`src/node_opts_defs.vh`:
```
// register offsets, field positions and reset values of the node options block
`ifndef NODE_OPTS_DEFS_VH
`define NODE_OPTS_DEFS_VH

`define ADDR_W 8
`define OPTS_OFF 8'h20
`define STAT_OFF 8'h40
`define CTRL_OFF 8'h44

`define RM_CAP_BIT 31
`define CM_CAP_BIT 30
`define ISO_CAP_BIT 29
`define BM_CAP_BIT 28
`define PM_CAP_BIT 27
`define ACC_HI 23
`define ACC_LO 16
`define REQ_HI 15
`define REQ_LO 12
`define GEN_HI 7
`define GEN_LO 6
`define SPD_HI 2
`define SPD_LO 0

`define CAP_RST 5'h00
`define ACC_RST 8'h00
`define REQ_RST 4'hA
`define REQ_MIN 4'h8
`define GEN_RST 2'h0
`define LINK_SPD 3'h2

`define ST_DIRTY_BIT 0
`define ST_LINK_BIT 1
`define ST_OVER_BIT 2
`define ST_EDIT_BIT 3

`define CT_SRST_BIT 0
`define CT_CHK_BIT 1
`define CHK_EN_RST 1'b1

`define FULL_BE 4'hF
`define LEN_W 16

`endif

```
`src/pin_sync.v`:
```
// two-stage synchroniser for pins that arrive from outside the clock domain
`timescale 1ns/1ps
module pin_sync #(
  parameter WIDTH = 1
) (
  input wire sys_clk_i, // register clock
  input wire rst_n_i, // async reset, active low
  input wire [WIDTH-1:0] pin_i, // raw asynchronous pins
  output wire [WIDTH-1:0] sync_o // pins after two flops
);
  reg [WIDTH-1:0] stage1;
  reg [WIDTH-1:0] stage2;

  genvar g;
  generate
    for (g = 0; g < WIDTH; g = g + 1)
    begin : bit_sync
      always @(posedge sys_clk_i or negedge rst_n_i)
      begin
        if (!rst_n_i)
        begin
          stage1[g] <= 1'b0;
          stage2[g] <= 1'b0;
        end
        else
        begin
          stage1[g] <= pin_i[g];
          stage2[g] <= stage1[g];
        end
      end
    end
  endgenerate

  assign sync_o = stage2;
endmodule

```
`src/blk_len_check.v`:
```
// block write length check against the byte limit of the request size code
`timescale 1ns/1ps
`include "node_opts_defs.vh"
module blk_len_check (
  input wire sys_clk_i, // register clock
  input wire rst_n_i, // async reset, active low
  input wire enable_i, // check enabled
  input wire [3:0] code_i, // request size code
  input wire valid_i, // block write header seen
  input wire [`LEN_W-1:0] len_i, // block write length in bytes
  output reg over_o // one-cycle pulse: length above limit
);
  // code 15 gives 65536, one bit wider than any length can be
  wire [`LEN_W:0] limit;
  wire [4:0] shift;

  assign shift = {1'b0, code_i} + 5'h01;
  assign limit = {{`LEN_W{1'b0}}, 1'b1} << shift;

  always @(posedge sys_clk_i or negedge rst_n_i)
  begin
    if (!rst_n_i)
      over_o <= 1'b0;
    else
      over_o <= enable_i && valid_i && ({1'b0, len_i} > limit);
  end
endmodule

```
`src/node_bus_options.v`:
```
// node bus options register with Avalon-MM slave, generation tracking and length check
`timescale 1ns/1ps
`include "node_opts_defs.vh"

module node_bus_options (
  input wire sys_clk_i, // register clock, 10 MHz
  input wire rst_n_i, // hardware reset, async, active low
  input wire [`ADDR_W-1:0] address_i, // avalon byte address
  input wire read_i, // avalon read
  input wire write_i, // avalon write
  input wire [31:0] writedata_i, // avalon write data
  input wire [3:0] byteenable_i, // avalon byte enables
  output reg [31:0] readdata_o, // avalon read data
  output wire waitrequest_o, // avalon wait
  input wire soft_rst_i, // software reset pulse, same clock
  input wire link_on_switch_i, // link enable from control register
  input wire bus_reset_pin_i, // bus reset indication from the phy
  input wire rom_changed_i, // config ROM write pulse, same clock
  input wire blk_wr_valid_i, // block write header pulse
  input wire [`LEN_W-1:0] blk_wr_len_i, // block write length
  output wire ack_type_error_o, // answer type error, one pulse
  output reg [31:0] bus_info_q2_o // second bus info quadlet
);
  localparam ST_IDLE = 2'b01;
  localparam ST_ACK = 2'b10;

  localparam SEL_NONE = 3'b000;
  localparam SEL_OPTS = 3'b001;
  localparam SEL_STAT = 3'b010;
  localparam SEL_CTRL = 3'b100;

  reg [1:0] state;
  reg [1:0] next_state;

  reg [4:0] cap_flags;
  reg [7:0] clk_acc;
  reg [3:0] max_req_code;
  reg [1:0] gen_count;
  reg rom_dirty;
  reg over_seen;
  reg edit_linked;
  reg chk_en;
  reg bus_rst_prev;

  reg [4:0] next_cap_flags;
  reg [7:0] next_clk_acc;
  reg [3:0] next_max_req_code;
  reg [1:0] next_gen_count;
  reg next_rom_dirty;
  reg next_over_seen;
  reg next_edit_linked;
  reg next_chk_en;

  wire bus_rst_sync;
  wire bus_rst_rise;
  wire req;
  wire wr_take;
  wire full_word;
  wire [2:0] rd_sel;
  wire [2:0] wr_sel;
  wire opts_wr;
  wire stat_wr;
  wire ctrl_wr;
  wire sw_rst;
  wire over_pulse;
  wire [31:0] opts_word;
  wire [31:0] stat_word;
  wire [31:0] ctrl_word;
  wire [3:0] wr_req_code;

  // one decoder shared by the read and write paths
  function [2:0] decode_addr;
    input [`ADDR_W-1:0] a;
    begin
      case (a)
        `OPTS_OFF: decode_addr = SEL_OPTS;
        `STAT_OFF: decode_addr = SEL_STAT;
        `CTRL_OFF: decode_addr = SEL_CTRL;
        default: decode_addr = SEL_NONE;
      endcase
    end
  endfunction

  pin_sync #(
    .WIDTH(1)
  ) u_bus_rst_sync (
    .sys_clk_i(sys_clk_i),
    .rst_n_i(rst_n_i),
    .pin_i(bus_reset_pin_i),
    .sync_o(bus_rst_sync)
  );

  always @(posedge sys_clk_i or negedge rst_n_i)
  begin
    if (!rst_n_i)
      bus_rst_prev <= 1'b0;
    else
      bus_rst_prev <= bus_rst_sync;
  end

  // prev resets to the idle level of the pin, so no false edge follows reset
  assign bus_rst_rise = bus_rst_sync && !bus_rst_prev;

  // the check sees the live size code, not the lagged external image
  blk_len_check u_len_check (
    .sys_clk_i(sys_clk_i),
    .rst_n_i(rst_n_i),
    .enable_i(chk_en),
    .code_i(max_req_code),
    .valid_i(blk_wr_valid_i),
    .len_i(blk_wr_len_i),
    .over_o(over_pulse)
  );

  assign ack_type_error_o = over_pulse;

  // every access costs one wait cycle; read data is built in the idle cycle
  assign req = read_i || write_i;
  assign waitrequest_o = req && (state != ST_ACK);
  assign wr_take = write_i && (state == ST_ACK);
  assign full_word = (byteenable_i == `FULL_BE);
  assign rd_sel = decode_addr(address_i);
  assign wr_sel = decode_addr(address_i);
  assign opts_wr = wr_take && full_word && (wr_sel == SEL_OPTS);
  assign stat_wr = wr_take && full_word && (wr_sel == SEL_STAT);
  assign ctrl_wr = wr_take && full_word && (wr_sel == SEL_CTRL);
  assign sw_rst = soft_rst_i || (ctrl_wr && writedata_i[`CT_SRST_BIT]);
  assign wr_req_code = writedata_i[`REQ_HI:`REQ_LO];

  assign opts_word = {cap_flags,
                      3'h0,
                      clk_acc,
                      max_req_code,
                      4'h0,
                      gen_count,
                      3'h0,
                      `LINK_SPD};

  // status: rom dirty, link level, overlength and edited-while-linked stickies
  assign stat_word = {28'h0000000, edit_linked, over_seen,
                      link_on_switch_i, rom_dirty};
  // the soft reset strobe always reads back as zero
  assign ctrl_word = {30'h0000000, chk_en, 1'b0};

  // idle, then one acknowledge cycle per access
  always @*
  begin
    next_state = state;
    case (state)
      ST_IDLE:
        if (req)
          next_state = ST_ACK;
      ST_ACK:
        next_state = ST_IDLE;
      default:
        next_state = ST_IDLE;
    endcase
  end

  always @(posedge sys_clk_i or negedge rst_n_i)
  begin
    if (!rst_n_i)
      state <= ST_IDLE;
    else
      state <= next_state;
  end

  always @(posedge sys_clk_i or negedge rst_n_i)
  begin
    if (!rst_n_i)
      readdata_o <= 32'h00000000;
    else if (state == ST_IDLE && read_i)
    begin
      case (rd_sel)
        SEL_OPTS: readdata_o <= opts_word;
        SEL_STAT: readdata_o <= stat_word;
        SEL_CTRL: readdata_o <= ctrl_word;
        default: readdata_o <= 32'h00000000;
      endcase
    end
  end

  // capability flags and clock accuracy
  always @*
  begin
    next_cap_flags = cap_flags;
    next_clk_acc = clk_acc;
    if (opts_wr)
    begin
      next_cap_flags = writedata_i[`RM_CAP_BIT:`PM_CAP_BIT];
      next_clk_acc = writedata_i[`ACC_HI:`ACC_LO];
    end
    if (sw_rst)
    begin
      next_cap_flags = `CAP_RST;
      next_clk_acc = `ACC_RST;
    end
  end

  // a software reset never reaches this field
  always @*
  begin
    next_max_req_code = max_req_code;
    // codes under the 512 byte floor are refused, the field keeps its value
    if (opts_wr && (wr_req_code >= `REQ_MIN))
      next_max_req_code = wr_req_code;
  end

  // generation counter and the rom change flag behind it
  always @*
  begin
    next_gen_count = gen_count;
    next_rom_dirty = rom_dirty;
    if (opts_wr)
      next_gen_count = writedata_i[`GEN_HI:`GEN_LO];
    // a change since the last bus reset advances the count at the next one
    if (bus_rst_rise && rom_dirty)
      next_gen_count = next_gen_count + 2'h1;
    if (bus_rst_rise)
      next_rom_dirty = 1'b0;
    if (rom_changed_i)
      next_rom_dirty = 1'b1;
    if (sw_rst)
    begin
      next_gen_count = `GEN_RST;
      next_rom_dirty = 1'b0;
    end
  end

  // status stickies: a set in the same cycle as its clear wins
  always @*
  begin
    next_over_seen = over_seen;
    next_edit_linked = edit_linked;
    if (stat_wr && writedata_i[`ST_OVER_BIT])
      next_over_seen = 1'b0;
    if (over_pulse)
      next_over_seen = 1'b1;
    // flags edits made while the link runs, which the host must avoid
    if (stat_wr && writedata_i[`ST_EDIT_BIT])
      next_edit_linked = 1'b0;
    if (opts_wr && link_on_switch_i)
      next_edit_linked = 1'b1;
    if (sw_rst)
    begin
      next_over_seen = 1'b0;
      next_edit_linked = 1'b0;
    end
  end

  // check enable comes back on with either reset
  always @*
  begin
    next_chk_en = chk_en;
    if (ctrl_wr)
      next_chk_en = writedata_i[`CT_CHK_BIT];
    if (sw_rst)
      next_chk_en = `CHK_EN_RST;
  end

  // capability flags and accuracy clear on both resets
  always @(posedge sys_clk_i or negedge rst_n_i)
  begin
    if (!rst_n_i)
    begin
      cap_flags <= `CAP_RST;
      clk_acc <= `ACC_RST;
    end
    else
    begin
      cap_flags <= next_cap_flags;
      clk_acc <= next_clk_acc;
    end
  end

  // only a hardware reset reloads the size code
  always @(posedge sys_clk_i or negedge rst_n_i)
  begin
    if (!rst_n_i)
      max_req_code <= `REQ_RST;
    else
      max_req_code <= next_max_req_code;
  end

  always @(posedge sys_clk_i or negedge rst_n_i)
  begin
    if (!rst_n_i)
    begin
      gen_count <= `GEN_RST;
      rom_dirty <= 1'b0;
    end
    else
    begin
      gen_count <= next_gen_count;
      rom_dirty <= next_rom_dirty;
    end
  end

  always @(posedge sys_clk_i or negedge rst_n_i)
  begin
    if (!rst_n_i)
    begin
      over_seen <= 1'b0;
      edit_linked <= 1'b0;
    end
    else
    begin
      over_seen <= next_over_seen;
      edit_linked <= next_edit_linked;
    end
  end

  always @(posedge sys_clk_i or negedge rst_n_i)
  begin
    if (!rst_n_i)
      chk_en <= `CHK_EN_RST;
    else
      chk_en <= next_chk_en;
  end

  // external image lags the register by one cycle
  always @(posedge sys_clk_i or negedge rst_n_i)
  begin
    if (!rst_n_i)
      bus_info_q2_o <= 32'h00000000;
    else
      bus_info_q2_o <= opts_word;
  end
endmodule

```
`config.mk`:
```
export PLATFORM = sky130hd
export DESIGN_NAME = node_bus_options
export DESIGN_NICKNAME = d
export VERILOG_FILES = /design/src/pin_sync.v /design/src/blk_len_check.v /design/src/node_bus_options.v
export VERILOG_INCLUDE_DIRS = /design/src /design/src/src
export SDC_FILE = /design/constraint.sdc
export NUM_CORES = 1
export LEC_CHECK = 0
export BUFFER_PORTS_ARGS = -buffer_cell sky130_fd_sc_hd__buf_2
export CORE_MARGIN = 3
export CORE_UTILIZATION = 45
export DETAILED_ROUTE_END_ITERATION = 8
export GPL_TIMING_DRIVEN = 0
export MAX_ROUTING_LAYER = met4
export PLACE_DENSITY = 0.86
export SETUP_SLACK_MARGIN = 0.3
export SLEW_MARGIN = 40
export SYNTH_ARGS = -nofsm -noshare
export SYNTH_HDL_FRONTEND = slang
export SYNTH_SLANG_ARGS = --single-unit
```
`constraint.sdc`:
```
create_clock -name sys_clk_i -period 2.6 [get_ports sys_clk_i]
set_clock_uncertainty 0.05 [all_clocks]
set_input_delay 0 -clock sys_clk_i [delete_from_list [all_inputs] [get_ports sys_clk_i]]
set_output_delay 0 -clock sys_clk_i [all_outputs]
set_load 0.02 [all_outputs]
```
==> flow_metrics.env <==
export IMPL_status="complete, no violations"
export IMPL_setup_viol=0
export IMPL_max_vdd_ir_drop_mv=0.2410
export IMPL_synth_edf_count=0
export IMPL_worstHoldStart="writedata_i[6]"
export IMPL_gp_congestion=0.8108
export IMPL_cts_max_level=3
export IMPL_core_area_sq_um=6907
export IMPL_worst_setup_path_end_kind="register"
export IMPL_layout_commonest_cell="buf_2"
export IMPL_place_area_sq_um=4001
export IMPL_rsz0062_at_grt="yes"
export IMPL_finalNonFillerCells=541
export IMPL_dp_slack_ns=0.06411
export IMPL_placedCellCount=494
export IMPL_regToRegStartpoint="max_req_code[3]"
export IMPL_drv_cap=0
export IMPL_clockBufferDepth=2
export IMPL_vias_per_cell=4.767
export IMPL_tightest_slew_ns=0.5436
export IMPL_critPathBufInv=1
export IMPL_crit_path_start="max_req_code[3]"
export IMPL_power_total_mw=2.375
export IMPL_drv_slew=0
export IMPL_fin_area_sq_um=4554
export IMPL_fillers=563
export IMPL_ys_types=46
export IMPL_min_period_ns=2.274
export IMPL_period_share_pct=87.45
export IMPL_clockRootBuffer="clkbuf_8"
export IMPL_die_area_sq_um=8291
export IMPL_grt_ovfl_total=0
export IMPL_antenna_found_initial=0
export IMPL_worstSetupStartpointType="register"
export IMPL_worst_slack_ns=0.3264
export IMPL_clock_fmax_ghz=0.4398
export IMPL_first_global_vias=2747
export IMPL_placementRows=30
export IMPL_wl_mm=7.753
export IMPL_worstPathCellList="clkbuf_2 > nor2b_4 > nand3_1 > ha_1 > and3_1 > a221oi_2 > o21ai_0 > nand2_1 > a21boi_1"
export IMPL_async_flop_share_pct=100.0
export IMPL_clkTransAtPathRegs_ns=0.07
export IMPL_crit_required_ns=2.76
export IMPL_first_pass_iters=4
export IMPL_initial_core_util_pct=47.14
export IMPL_grt_pass1_wl_mm=13.22
export IMPL_cpMaxStageDelayCell="dfstp_2"
export IMPL_cts_tree="yes"
export IMPL_grt_max_degree=45
export IMPL_drtIter0Drc=45
export IMPL_arrival_ns=2.44
export IMPL_cts_buffers=9
export IMPL_grt_usage_pct=20.39
export IMPL_crit_path_max_fanout=9
export IMPL_die_w_um=91.06
export IMPL_ff2ff_setup_slack_ns=0.33
export IMPL_max_stage_delay_ns=0.53
export IMPL_synthCells=272
export IMPL_hp_class="in2reg"
export IMPL_insertedDiodeCount=0
export IMPL_routedWlPerCell_um=14.33
export IMPL_avgSynthCellArea_sq_um=11.97
export IMPL_max_slew_margin_pct=63.76
export IMPL_powerDensity_nw_per_um2=521.4
export IMPL_cp_top_family="simple AND/OR/NAND/NOR gates"
export IMPL_ant_nets=0
export IMPL_synth_area_sq_um=3256
export IMPL_fin_nets=526
export IMPL_layout_common_cells="103 x buf_2, 68 x dfrtp_1, 31 x dlygate4sd3_1"
export IMPL_ys_ff_latch=72
export IMPL_clock_sinks=72
export IMPL_synth_main_ff_cell="dfrtp_1"
export IMPL_clk_latency_ns=0.33
export IMPL_synth_warnings=0
export IMPL_hpwl_mm=5.623
export IMPL_via_count=2579
export IMPL_hold_viol=0
export IMPL_ys_seq_area_share_pct=55.50
export IMPL_p_leak_nw=2.416
export IMPL_synthToLayoutAreaGrowth_pct=39.89
export IMPL_critPathKind="reg2reg"
export IMPL_post_route_drc_count=0
export IMPL_layout_drive_gt1_share_pct=38.20
export IMPL_finalSetupTns_ns=0
export IMPL_fp_dieH_um=91.06
export IMPL_ios=135
export IMPL_io_buffers=104
[cell usage after synthesis (2+ instances only)]
master	number	share of area, %
dfrtp_1	68	52
buf_4	23	5.3
nor2_1	23	2.7
a22o_1	22	5.9
ha_1	16	6.1
nand2_1	16	1.8
mux2i_1	15	4.6
nand3_1	13	2.0
a21oi_1	7	1.1
clkbuf_1	6	0.69
nor2b_1	6	1.2
dfstp_2	4	3.2
inv_1	4	0.46
a21o_1	3	0.69
mux2_4	3	1.4
nand2b_1	3	0.58
nor3_1	3	0.46
o21ai_0	3	0.46
a21boi_0	2	0.46
and3_1	2	0.38
buf_6	2	0.69
conb_1	2	0.23
nand4_1	2	0.38
xor2_1	2	0.54
[per-stage QoR]
step | hold WS, ns | utilization (%)
after floorplan | -0.3456 | -
after global placement | 0.05989 | 57.55
after detailed placement | -0.1596 | 57.93
after CTS | 0.01588 | 65.74
after global routing | 0.02911 | 65.94
final | 0.03098 | 65.94
[state kept, by name (all words and copies together) (netlist names), 2 cells and up]
signal and count:
bus_info_q2_o 20, cap_flags 5, clk_acc 8, gen_count 2
max_req_code 4, readdata_o 23, state 2
[final cells by class]
class	count	area [sq um]	share of cell area, %
Clock inverter	4	52.55	1.154
Sequential cell	72	1807	39.67
Buffer	32	242.7	5.330
Inverter	4	15.01	0.3297
Tap cell	96	120.1	2.637
Timing Repair Buffer	137	864.6	18.98
Multi-Input combinational cell	185	1301	28.57
Clock buffer	11	151.4	3.324
[per-layer routing]
| layer | global-route usage, % | share of wire, % | wire, um | up-vias |
|---|---|---|---|---|
| li1 | - | - | - | 1256 |
| met1 | 24.64 | 41 | 3205 | 1223 |
| met2 | 34.27 | 52 | 4015 | 95 |
| met3 | 3.977 | 6.2 | 484 | 5 |
| met4 | 6.910 | 0.62 | 48 | 0 |
| met5 | - | 0 | 0 | - |
[final timing paths]
check                      cells after the start               endpoint
max in group asynchronous                      3        max_req_code[3]
min in group asynchronous                      2      bus_info_q2_o[29]
min                                            4           gen_count[0]
min reg2reg                                    0  u_bus_rst_sync.sync_o
max reg2reg                                    9     u_len_check.over_o
max                                            9     u_len_check.over_o
[worst reg2reg max path, cell delays in order (launching register included)]
cell and delay (ns):
dfstp_2 0.53, clkbuf_2 0.21, nor2b_4 0.21, nand3_1 0.10, ha_1 0.31, and3_1 0.21
a221oi_2 0.24, o21ai_0 0.13, nand2_1 0.10, a21boi_1 0.07
[logic make-up after synthesis]
| logic type | Yosys count | share of synthesized area (%) |
|---|---|---|
| DFF | 72 | 55.50 |
| and+or+nand+nor | 80 | 12.91 |
| other | 2 | 0.2307 |
| xor gates and xnor gates | 3 | 0.8072 |
| adders and majority gates | 16 | 6.149 |
| muxes | 19 | 6.341 |
| buffers and inverters | 36 | 7.763 |
| AOI/OAI and AO/OA | 44 | 10.30 |
[power breakdown]
part           total, mW  switching [mW]  internal [mW]
sequential          1.16          0.0141           1.15
clock              0.888           0.394          0.494
combinational      0.323           0.183          0.140
total               2.37           0.591           1.78
[timing repair]
item / CTS / global route
resized for setup: 8 / 5
setup buffers: 0 / 1
setup endpoints to repair: 1 / 3
hold endpoints to repair: 96 / 0
hold buffers: 31 / 0
Note: power is estimated with default switching activity, not from simulation.
